==> src/common/smts_pkg.sv <==
// Purpose: Shared constants for the reference mask and trigger stage
// Assumes: Register port with 12-bit address and 8-bit data
// Notes:   Offsets, field positions, reset values and mode codes
package smts_pkg;
   // Register port widths
   localparam int SMTS_ADDR_W = 12;
   localparam int SMTS_DATA_W = 8;
   // Register offsets
   localparam logic [11:0] SMTS_ADDR_MASK_CTRL = 12'hD4D;
   localparam logic [11:0] SMTS_ADDR_TRIG_SET  = 12'hE20;
   localparam logic [11:0] SMTS_ADDR_TRIG_COMP = 12'hE21;
   localparam logic [11:0] SMTS_ADDR_SYNC_MODE = 12'hE24;
   // Edge mask control fields
   localparam int SMTS_BIT_START   = 6;
   localparam int SMTS_BIT_ENABLE  = 5;
   localparam int SMTS_CNT_LSB     = 1;
   localparam int SMTS_CNT_W       = 4;
   localparam int SMTS_BIT_DISABLE = 0;
   localparam logic [7:0] SMTS_MASK_CTRL_WMASK = 8'h7F;
   // Sync mode control fields
   localparam int SMTS_BIT_OSC_EN  = 4;
   localparam int SMTS_BIT_AUTO    = 2;
   localparam int SMTS_MODE_LSB    = 0;
   // Reset values
   localparam logic [7:0] SMTS_RST_BYTE = 8'h00;
   // Oscillator reset period in decimator clock cycles
   localparam int SMTS_OSC_PERIOD_DEF = 16;
   // Group sync modes
   typedef enum logic [1:0] {
      SMTS_MODE_SYSREF    = 2'h0,
      SMTS_MODE_TRIG_DED  = 2'h1,
      SMTS_MODE_TRIG_REF  = 2'h2,
      SMTS_MODE_DIRECT    = 2'h3
   } smts_mode_t;
   // Edge mask states, Gray from idle to drain
   typedef enum logic [2:0] {
      SMTS_MS_IDLE  = 3'h0,
      SMTS_MS_ARMED = 3'h1,
      SMTS_MS_PASS  = 3'h3,
      SMTS_MS_MASK  = 3'h2,
      SMTS_MS_DRAIN = 3'h6
   } smts_mask_state_t;
endpackage

==> src/common/smts_ctl_if.sv <==
// Purpose: Control and status between top and its two stages
// Assumes: One clock domain
// Notes:   Plain signals only, no clocking
`timescale 1ns/100ps
interface smts_ctl_if;
   logic       mask_enable;  // Masker enable and freeze
   logic       mask_start;   // Start level from control bit
   logic [3:0] mask_count;   // Edges to drop minus one
   logic       mask_done;    // One-cycle end of masking
   logic       mask_gate;    // Blocks the reference output
   logic [7:0] trig_setting; // Programmed delay
   logic       trig_load;    // Setting written this cycle
   logic       auto_step;    // Step delay after each output
   logic       osc_en;       // Periodic oscillator resets
   logic       direct;       // Pass trigger without delay
   logic       trig_pulse;   // Selected trigger edge
   logic       trig_fire;    // Delayed trigger, registered
   logic       osc_reset;    // Oscillator reset, registered
   logic [7:0] delay_now;    // Delay in use, registered
   modport top  (output mask_enable, mask_start, mask_count,
                 trig_setting, trig_load, auto_step, osc_en,
                 direct, trig_pulse,
                 input mask_done, mask_gate, trig_fire,
                 osc_reset, delay_now);
   modport mask (input mask_enable, mask_start, mask_count,
                 output mask_done, mask_gate);
   modport trig (input trig_setting, trig_load, auto_step,
                 osc_en, direct, trig_pulse,
                 output trig_fire, osc_reset, delay_now);
endinterface

==> src/logic/smts_edge_mask.sv <==
// Purpose: Passes first reference edge, then drops a set count
// Assumes: Reference input synchronous to clock_in
// Notes:   Enable low freezes every flop of this stage
`timescale 1ns/100ps
module smts_edge_mask (
   input  wire logic    clock_in,
   input  wire logic    reset_n_in,
   input  wire logic    sysref_in,
   smts_ctl_if.mask     ctl
);
   import smts_pkg::*;
   // Whole stage state
   typedef struct packed {
      smts_mask_state_t  state;
      logic [3:0]        left;
      logic              prev;
   } smts_mask_st_t;
   smts_mask_st_t st_reg;
   smts_mask_st_t st_next;
   logic          rise;
   // Next state
   always_comb begin
      st_next       = st_reg;
      rise          = sysref_in & ~st_reg.prev;
      ctl.mask_done = 1'b0;
      if (ctl.mask_enable) begin
         st_next.prev = sysref_in;
         case (st_reg.state)
            SMTS_MS_IDLE: begin
               if (ctl.mask_start) begin
                  st_next.state = SMTS_MS_ARMED;
               end
            end
            SMTS_MS_ARMED: begin
               // First edge goes through untouched
               if (rise) begin
                  st_next.state = SMTS_MS_PASS;
                  st_next.left  = ctl.mask_count;
               end
            end
            SMTS_MS_PASS: begin
               // Let the passed pulse finish whole
               if (!sysref_in) begin
                  st_next.state = SMTS_MS_MASK;
               end
            end
            SMTS_MS_MASK: begin
               // Count dropped edges, count of zero drops one
               if (rise) begin
                  if (st_reg.left == 4'h0) begin
                     st_next.state = SMTS_MS_DRAIN;
                  end else begin
                     st_next.left = st_reg.left - 4'h1;
                  end
               end
            end
            default: begin
               // Hold the last dropped pulse until it falls
               if (!sysref_in) begin
                  st_next.state = SMTS_MS_IDLE;
                  ctl.mask_done = 1'b1;
               end
            end
         endcase
      end
   end
   // Gate while dropping edges
   assign ctl.mask_gate = (st_reg.state == SMTS_MS_MASK) ||
                          (st_reg.state == SMTS_MS_DRAIN);
   // State register
   always_ff @(posedge clock_in) begin
      if (!reset_n_in) begin
         st_reg <= '{SMTS_MS_IDLE, 4'h0, 1'b0};
      end else begin
         st_reg <= st_next;
      end
   end
endmodule // smts_edge_mask

==> src/logic/smts_top.sv <==
// Purpose: Reference edge masking and group trigger delay
// Assumes: Register port is the serial port's internal side
// Notes:   Reference disable acts on the output without a flop
`timescale 1ns/100ps
module smts_top #(
   parameter int H_PERIOD = smts_pkg::SMTS_OSC_PERIOD_DEF
) (
   input  wire logic                           clock_in,
   input  wire logic                           reset_n_in,
   input  wire logic [smts_pkg::SMTS_ADDR_W-1:0] reg_addr_in,
   input  wire logic                           reg_wr_in,
   input  wire logic [smts_pkg::SMTS_DATA_W-1:0] reg_wdata_in,
   output wire logic [smts_pkg::SMTS_DATA_W-1:0] reg_rdata_out,
   input  wire logic                           sysref_in,
   input  wire logic                           trig_in,
   output wire logic                           sysref_out,
   output wire logic                           group_trig_out,
   output wire logic                           osc_reset_out,
   output wire logic                           mask_busy_out
);
   import smts_pkg::*;

   // Software visible state and edge history
   typedef struct packed {
      logic [7:0] mask_ctrl;  // Edge mask control
      logic [7:0] trig_set;   // Programmed trigger delay
      logic       osc_en;     // Periodic oscillator reset
      logic       auto_step;  // Delay auto step
      smts_mode_t mode;       // Group sync mode
      logic       sref_prev;  // Last masked reference level
      logic       trig_prev;  // Last trigger input level
      logic [7:0] rdata;      // Read data register
   } smts_top_st_t;

   smts_top_st_t st_reg;     // Registered state
   smts_top_st_t st_next;    // Next state
   smts_ctl_if   ctl ();     // Links to both stages

   logic       wr_mask;      // Write to edge mask control
   logic       wr_set;       // Write to delay setting
   logic       wr_comp;      // Write to computed delay
   logic       wr_mode;      // Write to sync mode control
   logic       sref_rise;    // Rising edge of passed reference
   logic       trig_rise;    // Rising edge of trigger input
   logic       from_ref;     // Mode takes trigger from reference
   logic [7:0] rd_value;     // Value at the read address

   // Address decode for writes
   // Exact match only, so no register has an alias; the
   // computed delay gets a strobe of its own only so that
   // its checker can see writes that must be ignored
   always_comb begin
      wr_mask = 1'b0;
      wr_set  = 1'b0;
      wr_comp = 1'b0;
      wr_mode = 1'b0;
      if (!reg_wr_in) begin
         // No write this cycle
         wr_mask = 1'b0;
      end else if (reg_addr_in == SMTS_ADDR_MASK_CTRL) begin
         wr_mask = 1'b1;
      end else if (reg_addr_in == SMTS_ADDR_TRIG_SET) begin
         wr_set = 1'b1;
      end else if (reg_addr_in == SMTS_ADDR_TRIG_COMP) begin
         // Read-only, write has no effect
         wr_comp = 1'b1;
      end else if (reg_addr_in == SMTS_ADDR_SYNC_MODE) begin
         wr_mode = 1'b1;
      end
   end

   // Read mux, unmapped and reserved bits read zero
   // Decoded from the live address and registered below,
   // so read data trail the address by one cycle
   always_comb begin
      rd_value = 8'h00;
      if (reg_addr_in == SMTS_ADDR_MASK_CTRL) begin
         rd_value = st_reg.mask_ctrl & SMTS_MASK_CTRL_WMASK;
      end else if (reg_addr_in == SMTS_ADDR_TRIG_SET) begin
         rd_value = st_reg.trig_set;
      end else if (reg_addr_in == SMTS_ADDR_TRIG_COMP) begin
         rd_value = ctl.delay_now;
      end else if (reg_addr_in == SMTS_ADDR_SYNC_MODE) begin
         rd_value[SMTS_BIT_OSC_EN]  = st_reg.osc_en;
         rd_value[SMTS_BIT_AUTO]    = st_reg.auto_step;
         rd_value[SMTS_MODE_LSB+:2] = st_reg.mode;
      end
   end

   // Edge detection and trigger source selection
   // The trigger sees the reference after masking and
   // disable, so a dropped edge never starts a delay
   always_comb begin
      sref_rise = sysref_out & ~st_reg.sref_prev;
      trig_rise = trig_in & ~st_reg.trig_prev;
      from_ref  = (st_reg.mode == SMTS_MODE_SYSREF) ||
                  (st_reg.mode == SMTS_MODE_TRIG_REF);
   end

   // Register file next state
   // Edge history and read data are taken every cycle;
   // the write strobes gate the software fields, and the end of masking also clears the start bit
   always_comb begin
      st_next           = st_reg;
      st_next.sref_prev = sysref_out;
      st_next.trig_prev = trig_in;
      st_next.rdata     = rd_value;
      if (wr_mask) begin
         st_next.mask_ctrl = reg_wdata_in & SMTS_MASK_CTRL_WMASK;
         // Start only taken together with enable
         if (!reg_wdata_in[SMTS_BIT_ENABLE]) begin
            st_next.mask_ctrl[SMTS_BIT_START] = 1'b0;
         end
      end else if (ctl.mask_done) begin
         // Self clear, a same-cycle write wins
         st_next.mask_ctrl[SMTS_BIT_START] = 1'b0;
      end
      if (wr_set) begin
         st_next.trig_set = reg_wdata_in;
      end
      if (wr_mode) begin
         st_next.osc_en    = reg_wdata_in[SMTS_BIT_OSC_EN];
         st_next.auto_step = reg_wdata_in[SMTS_BIT_AUTO];
         st_next.mode      =
            smts_mode_t'(reg_wdata_in[SMTS_MODE_LSB+:2]);
      end
   end

   // State register
   // Synchronous reset returns every field to zero
   always_ff @(posedge clock_in) begin
      if (!reset_n_in) begin
         st_reg <= '{SMTS_RST_BYTE, SMTS_RST_BYTE, 1'b0, 1'b0,
                     SMTS_MODE_SYSREF, 1'b0, 1'b0, SMTS_RST_BYTE};
      end else begin
         st_reg <= st_next;
      end
   end

   // Masker control
   assign ctl.mask_enable = st_reg.mask_ctrl[SMTS_BIT_ENABLE];
   assign ctl.mask_start  = st_reg.mask_ctrl[SMTS_BIT_START];
   assign ctl.mask_count  =
      st_reg.mask_ctrl[SMTS_CNT_LSB+:SMTS_CNT_W];

   // Trigger stage control
   // The stage takes its delay from the write data in the
   // cycle of the write, so no cycle is lost on a reload
   assign ctl.trig_setting = reg_wdata_in;
   assign ctl.trig_load    = wr_set;
   assign ctl.auto_step    = st_reg.auto_step;
   assign ctl.osc_en       = st_reg.osc_en;
   assign ctl.direct       = (st_reg.mode == SMTS_MODE_SYSREF) ||
                             (st_reg.mode == SMTS_MODE_DIRECT);
   assign ctl.trig_pulse   = from_ref ? sref_rise : trig_rise;

   // Reference output, disable bit acts without a flop
   assign sysref_out = sysref_in
                       & ~st_reg.mask_ctrl[SMTS_BIT_DISABLE]
                       & ~ctl.mask_gate;

   // Outputs
   // Busy mirrors the start bit, which clears itself
   assign reg_rdata_out  = st_reg.rdata;
   assign group_trig_out = ctl.trig_fire;
   assign osc_reset_out  = ctl.osc_reset;
   assign mask_busy_out  = ctl.mask_start;

   // Edge masking stage
   // Sees the raw reference, so the disable bit does not
   // hold up its count of edges
   smts_edge_mask u_mask (
      .clock_in   (clock_in),
      .reset_n_in (reset_n_in),
      .sysref_in  (sysref_in),
      .ctl        (ctl.mask)
   );

   // Trigger delay and oscillator reset stage
   // Runs on the same decimator clock as this module
   smts_trig_delay #(
      .H_PERIOD (H_PERIOD)
   ) u_trig (
      .clock_in   (clock_in),
      .reset_n_in (reset_n_in),
      .ctl        (ctl.trig)
   );
endmodule // smts_top

==> src/logic/smts_trig_delay.sv <==
// Purpose: Delays the group trigger and paces oscillator resets
// Assumes: Runs on the decimator clock
// Notes:   Triggers arriving while one is in flight are dropped
`timescale 1ns/100ps
module smts_trig_delay #(
   parameter int H_PERIOD = smts_pkg::SMTS_OSC_PERIOD_DEF
) (
   input  wire logic    clock_in,
   input  wire logic    reset_n_in,
   smts_ctl_if.trig     ctl
);
   import smts_pkg::*;
   localparam int OW = (H_PERIOD > 1) ? $clog2(H_PERIOD) : 1;
   localparam logic [OW-1:0] H_RELOAD = OW'(H_PERIOD - 1);
   // Whole stage state
   typedef struct packed {
      logic          busy;
      logic [7:0]    cnt;
      logic [7:0]    delay_now;
      logic          fire;
      logic          osc_run;
      logic [OW-1:0] osc_cnt;
      logic          osc_pulse;
   } smts_trig_st_t;
   smts_trig_st_t st_reg;
   smts_trig_st_t st_next;
   logic          fire_now;
   // Next state
   always_comb begin
      st_next           = st_reg;
      st_next.osc_pulse = 1'b0;
      fire_now          = 1'b0;
      // Delay countdown, output D+1 cycles after input
      if (st_reg.busy) begin
         if (st_reg.cnt == 8'h00) begin
            fire_now     = 1'b1;
            st_next.busy = 1'b0;
         end else begin
            st_next.cnt = st_reg.cnt - 8'h01;
         end
      end else if (ctl.trig_pulse) begin
         if (ctl.direct || st_reg.delay_now == 8'h00) begin
            fire_now = 1'b1;
         end else begin
            st_next.busy = 1'b1;
            st_next.cnt  = st_reg.delay_now - 8'h01;
         end
      end
      st_next.fire = fire_now;
      // Oscillator resets on trigger, then every H cycles
      if (!ctl.osc_en) begin
         st_next.osc_run = 1'b0;
      end else if (fire_now) begin
         st_next.osc_pulse = 1'b1;
         st_next.osc_run   = 1'b1;
         st_next.osc_cnt   = H_RELOAD;
      end else if (st_reg.osc_run) begin
         if (st_reg.osc_cnt == '0) begin
            st_next.osc_pulse = 1'b1;
            st_next.osc_cnt   = H_RELOAD;
         end else begin
            st_next.osc_cnt = st_reg.osc_cnt - OW'(1);
         end
      end
      // Delay in use: reload on write, step after output
      if (ctl.trig_load) begin
         st_next.delay_now = ctl.trig_setting;
      end else if (fire_now && ctl.auto_step) begin
         st_next.delay_now = st_reg.delay_now + 8'h01;
      end
   end
   assign ctl.trig_fire = st_reg.fire;
   assign ctl.osc_reset = st_reg.osc_pulse;
   assign ctl.delay_now = st_reg.delay_now;
   // State register
   always_ff @(posedge clock_in) begin
      if (!reset_n_in) begin
         st_reg <= '0;
      end else begin
         st_reg <= st_next;
      end
   end
endmodule // smts_trig_delay
==> config.mk <==
export PLATFORM = sky130hd
export DESIGN_NAME = smts_top
export DESIGN_NICKNAME = d
export VERILOG_FILES = /design/src/common/smts_pkg.sv /design/src/common/smts_ctl_if.sv /design/src/logic/smts_edge_mask.sv /design/src/logic/smts_top.sv /design/src/logic/smts_trig_delay.sv
export SDC_FILE = /design/constraint.sdc
export NUM_CORES = 1
export LEC_CHECK = 0
export ABC_CLOCK_PERIOD_IN_PS = 5950
export BUFFER_PORTS_ARGS = -buffer_cell sky130_fd_sc_hd__buf_2
export CAP_MARGIN = 20
export CORE_ASPECT_RATIO = 0.6
export CORE_MARGIN = 2
export CORE_UTILIZATION = 55
export CTS_BUF_LIST = sky130_fd_sc_hd__clkbuf_8
export CTS_CLUSTER_DIAMETER = 30
export DETAILED_ROUTE_END_ITERATION = 6
export PLACE_DENSITY = 0.81
export SYNTH_ARGS = -nofsm -noshare
export SYNTH_HDL_FRONTEND = slang
export SYNTH_HIERARCHICAL = 1
export SYNTH_SLANG_ARGS = --single-unit
==> constraint.sdc <==
create_clock -name clock_in -period 5.95 [get_ports clock_in]
set_input_delay 0.595 -clock clock_in [delete_from_list [all_inputs] [get_ports clock_in]]
set_output_delay 0.595 -clock clock_in [all_outputs]
set_load 0.05 [all_outputs]
==> impl_results.md, run 1 <==
* Synth Cell Area at 3680 um^2
* Drt via density at 5.931
* Max layer used: met4
* Upper clock frequency limit at 0.3674 GHz
* Crit path DAT at 2.97 ns
* Post-CTS Setup Repair Bufs at 0
* GP Congestion at 0.8645
* Setup TNS Final at 0 ns
* CTS root buf: clkbuf_8
* Final Setup Violations at 0
* Most frequent cells in the layout: dfxtp_1 (61), nand2_1 (41), buf_2 (36)
* Die span in y at 67.36 um
* Finished Core Util at 60.05%
* Inst Count DP at 503
* Worst Hold Class: in -> reg
* Metal2 WL at 3.412 mm
* Unrepaired setup endpoints after global routing: false
* Via count at 3078
* Hold EP: st_reg[8]$_SDFF_PN0_
* Final non-filler cell area at 3940 um^2
* Cell Chain, Critical Path: nand2b_1 -> inv_1 -> nor3b_1 -> a32o_1 -> nor3b_1 -> a21boi_2 -> or2_1 -> a21oi_2 -> o21a_1
* Max cap viols at 0
* Number of CTS-inserted buffers at 9
* Routed length on met1 at 4.217 mm
* Worst-skew pair later-pin latency at 0.35 ns
* Pins Over Slew Limit at 0
* Dpl hpwl at 6.223 mm
* # diodes at 0
* Seq/Total Area, Yosys at 33.19%
* Max FFs per register at 14
* Synthesized flop and latch total at 61
* Biggest area consumer among synthesized cells: dfxtp_1
* Die Wd at 109.6 um
* Status: finished clean
* Worst EP required at 6.20 ns
* Die ar. at 7382 um^2
* Synthesized Nets at 451
* Std-Cell Rows at 23
* Vias in the first global route at 2790
* CTS sink cnt at 61
* R2R setup slack at 3.23 ns
* Drt first pass iters at 4
* Leakage at 1.513 nW
* Hold path start: trig_in
* GR Util All Layers at 25.16%
* CP Class: reg -> reg
* Final Skew at 0.007555 ns
* Synth Flop Type: dfxtp_1
* Startpoint Class: register
* Final hold violation count at 0
* Max VDD drop at 0.1507 mV
* Crit path from: u_mask/st_reg[5]$_SDFFE_PN0P_
* Global-route wire length before repair at 13.85 mm
* Non-Filler Instances at 519
* FFs w/ async S/R, synth at 0%
* CTS H-tree lvls at 3
* Final net count at 462
* Final clock period utilization by the worst path at 45.75%
* Clock buffer depth at 2
* Routed wire length at 8.461 mm
* Routed WL per cell at 16.30 um
* Core area at 6561 um^2
* Most common cell after layout, fill and taps aside: dfxtp_1
* Critical R2R Launch: u_mask/st_reg[5]$_SDFFE_PN0P_
* Worst-path fanout max at 9
* # resized after CTS at 0
* Layout area overhead at 7.072%
* # port buffers at 36
* Avg Inst Size Synth at 8.824 um^2
* Count of cell types in the netlist at 70
* Worst-Margin Slew at 1.065 ns
* Synth Instances at 417
* Starting Density at 56.08%
* Max_slew headroom at 28.85%
* Post-route ant nets at 0
* Post-synth EDFFs at 0
* Initial antenna violation count at 0
* Largest net degree at the start of global routing at 77
* I/O Pins at 37
* Synth top area cells: dfxtp_1 (33%), mux2i_1 (7.6%), nand2_1 (4.2%), nor2b_1 (3.6%), buf_4 (3.5%)
* Endpoint type of the worst setup path: register
* Number of remaining DRC errors at 0
* Initial DRC count at 192
* Layout fillers at 588
* Cell Area, Placed at 3761 um^2
* Synth Warn # at 6
* Global route overflow at 0
* Critical Path Max Stage Delay at 0.48 ns
* Clock transition at path regs at 0.06 ns
* CTS tree: built
* Top-area cell type share of the netlist area at 33.19%
* CP max-delay cell: dfxtp_1
* Hold path cells at 2
* Most frequent CP cell: nor3b_1
* Hold-fix buffers, CTS at 0
* Share of cells above drive strength 1 at 16.20%
* Worst-case reg-to-reg path depth at 9
* Tmin final at 2.722 ns
* P per Cell Area at 196.2 nW/um^2
* RR Endpoint: u_trig/st_reg[15]$_SDFFE_PN0P_
* Met3 routed WL at 749 um
[kinds of logic (layout without fill, tap and decap cells)]
group | after synthesis | in the layout | synth area share (%)
xor+xnor | 11 | 11 | 2.618
compound gates | 86 | 86 | 16.76
fa+ha+maj | 9 | 9 | 3.060
mux | 29 | 29 | 7.922
buf+inv | 58 | 73 | 8.058
flops | 61 | 61 | 33.19
simple gates | 163 | 163 | 28.39
[layer usage]
metal,vias up,track usage [%]
met5,-,0
met4,0,7.595
met3,7,9.073
met2,107,35.96
met1,1456,35.38
li1,1508,-
[critical path: cells and delay by family, from the launching register on]
kind / cells / cell delay [ns]
AO/OA/AOI/OAI: 4 / 0.88
AND/OR/NAND/NOR: 4 / 1.17
buffers and inverters: 1 / 0.08
flip-flops: 1 / 0.48
[through the flow]
stage          setup slack [ns]  power (W)  hold WS (ns)
2_1_floorplan             2.606  0.0004480        0.4478
3_3_place_gp              3.452  0.0004659        0.4650
3_5_place_dp              3.269  0.0004671        0.4760
4_1_cts                   3.243  0.0007747        0.4508
5_1_grt                   2.974  0.0008012        0.4536
6_report                  3.228  0.0007729        0.4625
[power breakdown]
| group | switching, W | leakage, nW | internal, W | total (W) |
|---|---|---|---|---|
| Clock | 0.000159 | 0.0957 | 0.000154 | 0.000313 |
| Sequential | 0.000000380 | 0.492 | 0.000410 | 0.000410 |
| Combinational | 0.0000316 | 0.925 | 0.0000184 | 0.0000500 |
[worst max-delay path by stage]
stage / endpoint / cells after the start / slack, ns
floorplan: u_trig/st_reg[15]$_SDFFE_PN0P_ / 11 / 2.61
global placement: u_trig/ctl.delay_now[7]$_SDFFE_PN0P_ / 7 / 3.45
detailed placement: u_trig/st_reg[21]$_SDFFE_PN0P_ / 9 / 3.27
CTS: u_trig/st_reg[21]$_SDFFE_PN0P_ / 9 / 3.24
global route: u_trig/st_reg[21]$_SDFFE_PN0P_ / 9 / 2.97
finish: u_trig/st_reg[15]$_SDFFE_PN0P_ / 9 / 3.23
[cell type report]
cell class / instances / area, um^2 / share of cell area (%)
Clock buffer: 10 / 137.6 / 3.493
Multi-Input combinational cell: 298 / 2168 / 55.03
Timing Repair Buffer: 38 / 207.7 / 5.272
Inverter: 20 / 75.07 / 1.905
Tap cell: 87 / 108.9 / 2.763
Sequential cell: 61 / 1221 / 30.99
Clock inverter: 5 / 21.27 / 0.5399
[synthesized netlist by cell type, types with 2 or more instances]
cell type and instances:
a21o_1 3, a21oi_1 20, a31oi_1 2, a32o_1 3, and2_1 8, and3_1 2, and4_1 3, buf_2 4
buf_4 17, clkbuf_1 14, clkbuf_2 2, dfxtp_1 61, ha_1 9, inv_1 20, mux2i_1 28, nand2_1 41
nand2b_1 3, nand3_1 8, nand3b_1 4, nand4_1 5, nand4b_1 14, nor2_1 19, nor2b_1 21, nor3_1 5
nor3b_1 7, nor4_4 4, o211ai_1 4, o21a_1 2, o21ai_0 20, o21ai_1 2, o221a_1 7, o22ai_1 2
o2bb2ai_1 4, o31a_1 2, or2_2 2, or4b_4 2, xnor2_1 7, xor2_1 4
Note: power is estimated with default switching activity, not from simulation.
==> run 2, diff against run 1 <==
--- a/config.mk
+++ b/config.mk
@@ -5,7 +5,7 @@
 export SDC_FILE = /design/constraint.sdc
 export NUM_CORES = 1
 export LEC_CHECK = 0
-export ABC_CLOCK_PERIOD_IN_PS = 5950
+export ABC_CLOCK_PERIOD_IN_PS = 2400
 export BUFFER_PORTS_ARGS = -buffer_cell sky130_fd_sc_hd__buf_2
 export CAP_MARGIN = 20
 export CORE_ASPECT_RATIO = 0.6
@@ -14,7 +14,7 @@
 export CTS_BUF_LIST = sky130_fd_sc_hd__clkbuf_8
 export CTS_CLUSTER_DIAMETER = 30
 export DETAILED_ROUTE_END_ITERATION = 6
-export PLACE_DENSITY = 0.81
+export PLACE_DENSITY = 0.84
 export SYNTH_ARGS = -nofsm -noshare
 export SYNTH_HDL_FRONTEND = slang
 export SYNTH_HIERARCHICAL = 1
==> constraint.sdc (replaced) <==
create_clock -name clock_in -period 2.4 [get_ports clock_in]
set_input_delay 0.24 -clock clock_in [delete_from_list [all_inputs] [get_ports clock_in]]
set_output_delay 0.24 -clock clock_in [all_outputs]
set_load 0.05 [all_outputs]
==> run 2 against run 1 <==
Effect of this change:
- clock skew shrank 0.0016 ns
- maximum frequency increased by 23%
- sequential power grew 150%
- sequential share of layout area is 0.95 points lower
- die area stayed put
- total power grew to 2.6 times the previous value
- clock power rose to 2.8 times the previous value
- critical endpoint is now u_trig/ctl.delay_now[1]$_SDFFE_PN0P_
==> impl_results.md, run 2 (synthesis results as in run 1) <==
* WP buf/inv at 1 (unchanged)
* Max VDD drop at 0.3543 mV (was 0.1507 mV)
* Final hold violation count at 0 (unchanged)
* Cell Chain, Critical Path: nand2b_4 -> inv_2 -> nor3b_4 -> a32o_1 -> nand2b_1 -> nand3b_2 -> a21boi_4 -> mux2i_1 -> a21oi_1 (was nand2b_1 -> inv_1 -> nor3b_1 -> a32o_1 -> nor3b_1 -> a21boi_2 -> or2_1 -> a21oi_2 -> o21a_1)
* Worst-skew pair later-pin latency at 0.35 ns (about the same)
* Unrepaired setup endpoints after global routing: false (unchanged)
* Hold EP: st_reg[8]$_SDFF_PN0_ (unchanged)
* Reg power frac at 50.4% (was 53.0%)
* Most frequent cells in the layout: dfxtp_1 (61), nand2_1 (40), buf_2 (36) (was dfxtp_1 (61), nand2_1 (41), buf_2 (36))
* Drt via density at 6.013 (was 5.931)
* Clock transition at path regs at 0.07 ns (was 0.06 ns)
* Final net count at 472 (was 462)
* Max cap viols at 0 (unchanged)
* Leakage at 1.547 nW (was 1.513 nW)
* Worst path depth at 9 (unchanged)
* Worst-path fanout max at 8 (was 9)
* CTS root buf: clkbuf_8 (unchanged)
* Post-route ant nets at 0 (unchanged)
* Critical R2R Launch: u_mask/st_reg[6]$_SDFFE_PN0P_ (was u_mask/st_reg[5]$_SDFFE_PN0P_)
* CTS H-tree lvls at 3 (unchanged)
* # port buffers at 36 (unchanged)
* Worst-Margin Slew at 0.5939 ns (was 1.065 ns)
* Endpoint type of the worst setup path: register (unchanged)
* Starting Density at 56.08% (unchanged)
* Clock share of power at 42.8% (was 40.5%)
* Number of remaining DRC errors at 0 (unchanged)
* P per Cell Area at 495.2 nW/um^2 (was 196.2 nW/um^2)
* # diodes at 0 (unchanged)
* NetSw at 0.0005408 W (was 0.0001910 W)
* Hold-fix buffers, CTS at 0 (unchanged)
* Sw Ratio at 26.87% (was 24.71%)
* Core area at 6561 um^2 (unchanged)
* Routed wire length at 8.780 mm (was 8.461 mm)
* Worst Hold Class: in -> reg (unchanged)
* I/O Pins at 37 (unchanged)
* Max FFs per register at 14 (unchanged)
* Global route overflow at 0 (unchanged)
* Pre-CTS setup slack at 0.1951 ns (was 3.269 ns)
* Internal Power at 0.001472 W (was 0.0005819 W)
* Via count at 3187 (was 3078)
* Largest net degree at the start of global routing at 29 (was 77)
* GP Congestion at 1.013 (was 0.8645)
* Final Setup Violations at 0 (unchanged)
* Layout area overhead at 10.47% (was 7.072%)
* Die Wd at 109.6 um (unchanged)
* Vias in the first global route at 2950 (was 2790)
* Worst-case reg-to-reg path depth at 9 (unchanged)
* CP max-delay cell: dfxtp_1 (unchanged)
* R2R setup slack at 0.18 ns (was 3.23 ns)
* Routed WL per cell at 16.57 um (was 16.30 um)
* Status: finished clean (unchanged)
* Setup slack after layout at 0.1809 ns (was 3.228 ns)
* Layout fillers at 548 (was 588)
* Std-Cell Rows at 23 (unchanged)
* Hold path cells at 2 (unchanged)
* Startpoint Class: register (unchanged)
* Final Skew at 0.005913 ns (was 0.007555 ns)
* CTS tree: built (unchanged)
* Pins Over Slew Limit at 0 (unchanged)
* Most common cell after layout, fill and taps aside: dfxtp_1 (unchanged)
* Drt first pass iters at 4 (unchanged)
* CP delay by family, top: simple AND/OR/NAND/NOR gates (unchanged)
* Crit path DAT at 2.46 ns (was 2.97 ns)
* CP Class: reg -> reg (unchanged)
* Hold path start: trig_in (unchanged)
* Pwr Total at 0.002013 W (was 0.0007729 W)
* RR Endpoint: u_trig/ctl.delay_now[1]$_SDFFE_PN0P_ (was u_trig/st_reg[15]$_SDFFE_PN0P_)
* Finished Core Util at 61.96% (was 60.05%)
* Non-Filler Instances at 530 (was 519)
* Clock buffer depth at 2 (unchanged)
* Number of CTS-inserted buffers at 9 (unchanged)
* Critical Path Max Stage Delay at 0.41 ns (was 0.48 ns)
* GR Util All Layers at 26.21% (was 25.16%)
* Share of cells above drive strength 1 at 20.32% (was 16.20%)
* Inst Count DP at 514 (was 503)
* Die ar. at 7382 um^2 (unchanged)
* Upper clock frequency limit at 0.4506 GHz (was 0.3674 GHz)
* CTS sink cnt at 61 (unchanged)
* Initial antenna violation count at 0 (unchanged)
* Worst EP required at 2.64 ns (was 6.20 ns)
* Tmin final at 2.219 ns (was 2.722 ns)
* Dpl hpwl at 6.444 mm (was 6.223 mm)
* Final clock period utilization by the worst path at 92.46% (was 45.75%)
* Gate power share at 6.7% (was 6.5%)
* Initial DRC count at 387 (was 192)
* Setup TNS Final at 0 ns (unchanged)
* Max_slew headroom at 60.35% (was 28.85%)
* Global-route wire length before repair at 14.69 mm (was 13.85 mm)
* Die span in y at 67.36 um (unchanged)
==> run 2: cell count changes in the layout (fill, tap and decap cells not counted), moves of 2 or more <==
cell	delta
nor3b_1	-2
clkinv_2	-2
inv_1	-4
buf_4	+11
clkinvlp_4	+4
==> run 2: worst max-delay path by stage <==
stage | startpoint | endpoint | slack [ns]
after floorplan | u_mask/st_reg[5]$_SDFFE_PN0P_ | u_trig/st_reg[15]$_SDFFE_PN0P_ | 0.02
after global placement | st_reg[10]$_SDFFE_PN0P_ | u_trig/st_reg[1]$_SDFFE_PN0P_ | 0.27
after detailed placement | u_mask/st_reg[6]$_SDFFE_PN0P_ | u_trig/st_reg[15]$_SDFFE_PN0P_ | 0.20
after CTS | u_mask/st_reg[6]$_SDFFE_PN0P_ | u_trig/st_reg[15]$_SDFFE_PN0P_ | 0.17
after global routing | u_mask/st_reg[6]$_SDFFE_PN0P_ | u_trig/ctl.delay_now[1]$_SDFFE_PN0P_ | 0.01
final | u_mask/st_reg[6]$_SDFFE_PN0P_ | u_trig/ctl.delay_now[1]$_SDFFE_PN0P_ | 0.18
==> run 2: through the flow <==
| step | hold WS [ns] | area [um^2] |
|---|---|---|
| floorplan | 0.3617 | 3722 |
| global placement | 0.4719 | 3875 |
| detailed placement | 0.4936 | 3875 |
| CTS | 0.1180 | 4060 |
| global route | 0.1191 | 4065 |
| finish | 0.1332 | 4065 |
==> run 2: power groups by stage <==
| stage | Clock [W] | Combinational [W] | Sequential [W] |
|---|---|---|---|
| 2_1_floorplan | 0 | 0.0000687 | 0.00104 |
| 3_3_place_gp | 0 | 0.000128 | 0.00104 |
| 3_5_place_dp | 0 | 0.000131 | 0.00104 |
| 6_report | 0.000862 | 0.000135 | 0.00102 |
| 5_1_grt | 0.000925 | 0.000144 | 0.00102 |
| 4_1_cts | 0.000884 | 0.000132 | 0.00102 |
==> run 2: worst register-to-register path: cells and delay by family, from the launching register on <==
family	cells	cell delay, ns
DFF	1	0.41
buffers and inverters	1	0.05
and+or+nand+nor	4	0.82
AOI/OAI and AO/OA	3	0.61
muxes	1	0.21
==> run 2: final cells by class <==
| type | instances | area [um^2] | area share (%) |
|---|---|---|---|
| Inverter | 20 | 75.07 | 1.847 |
| Multi-Input combinational cell | 298 | 2205 | 54.23 |
| Tap cell | 87 | 108.9 | 2.678 |
| Timing Repair Buffer | 48 | 270.3 | 6.648 |
| Clock buffer | 10 | 137.6 | 3.386 |
| Clock inverter | 6 | 47.55 | 1.170 |
| Sequential cell | 61 | 1221 | 30.04 |
==> run 2: per-layer routing <==
metal	GRT usage (%)	up-vias	share of wire, %
met5	0	-	0
met4	8.386	0	1.4
met3	10.14	12	10
met2	36.34	149	39
met1	37.05	1497	50
li1	-	1529	-
==> run 2: what timing repair did <==
item                       in CTS  in global routing
setup endpoints to repair       0                  5
buffers inserted                0                  0
gates resized for setup         0                  2
hold endpoints to repair        0                  0
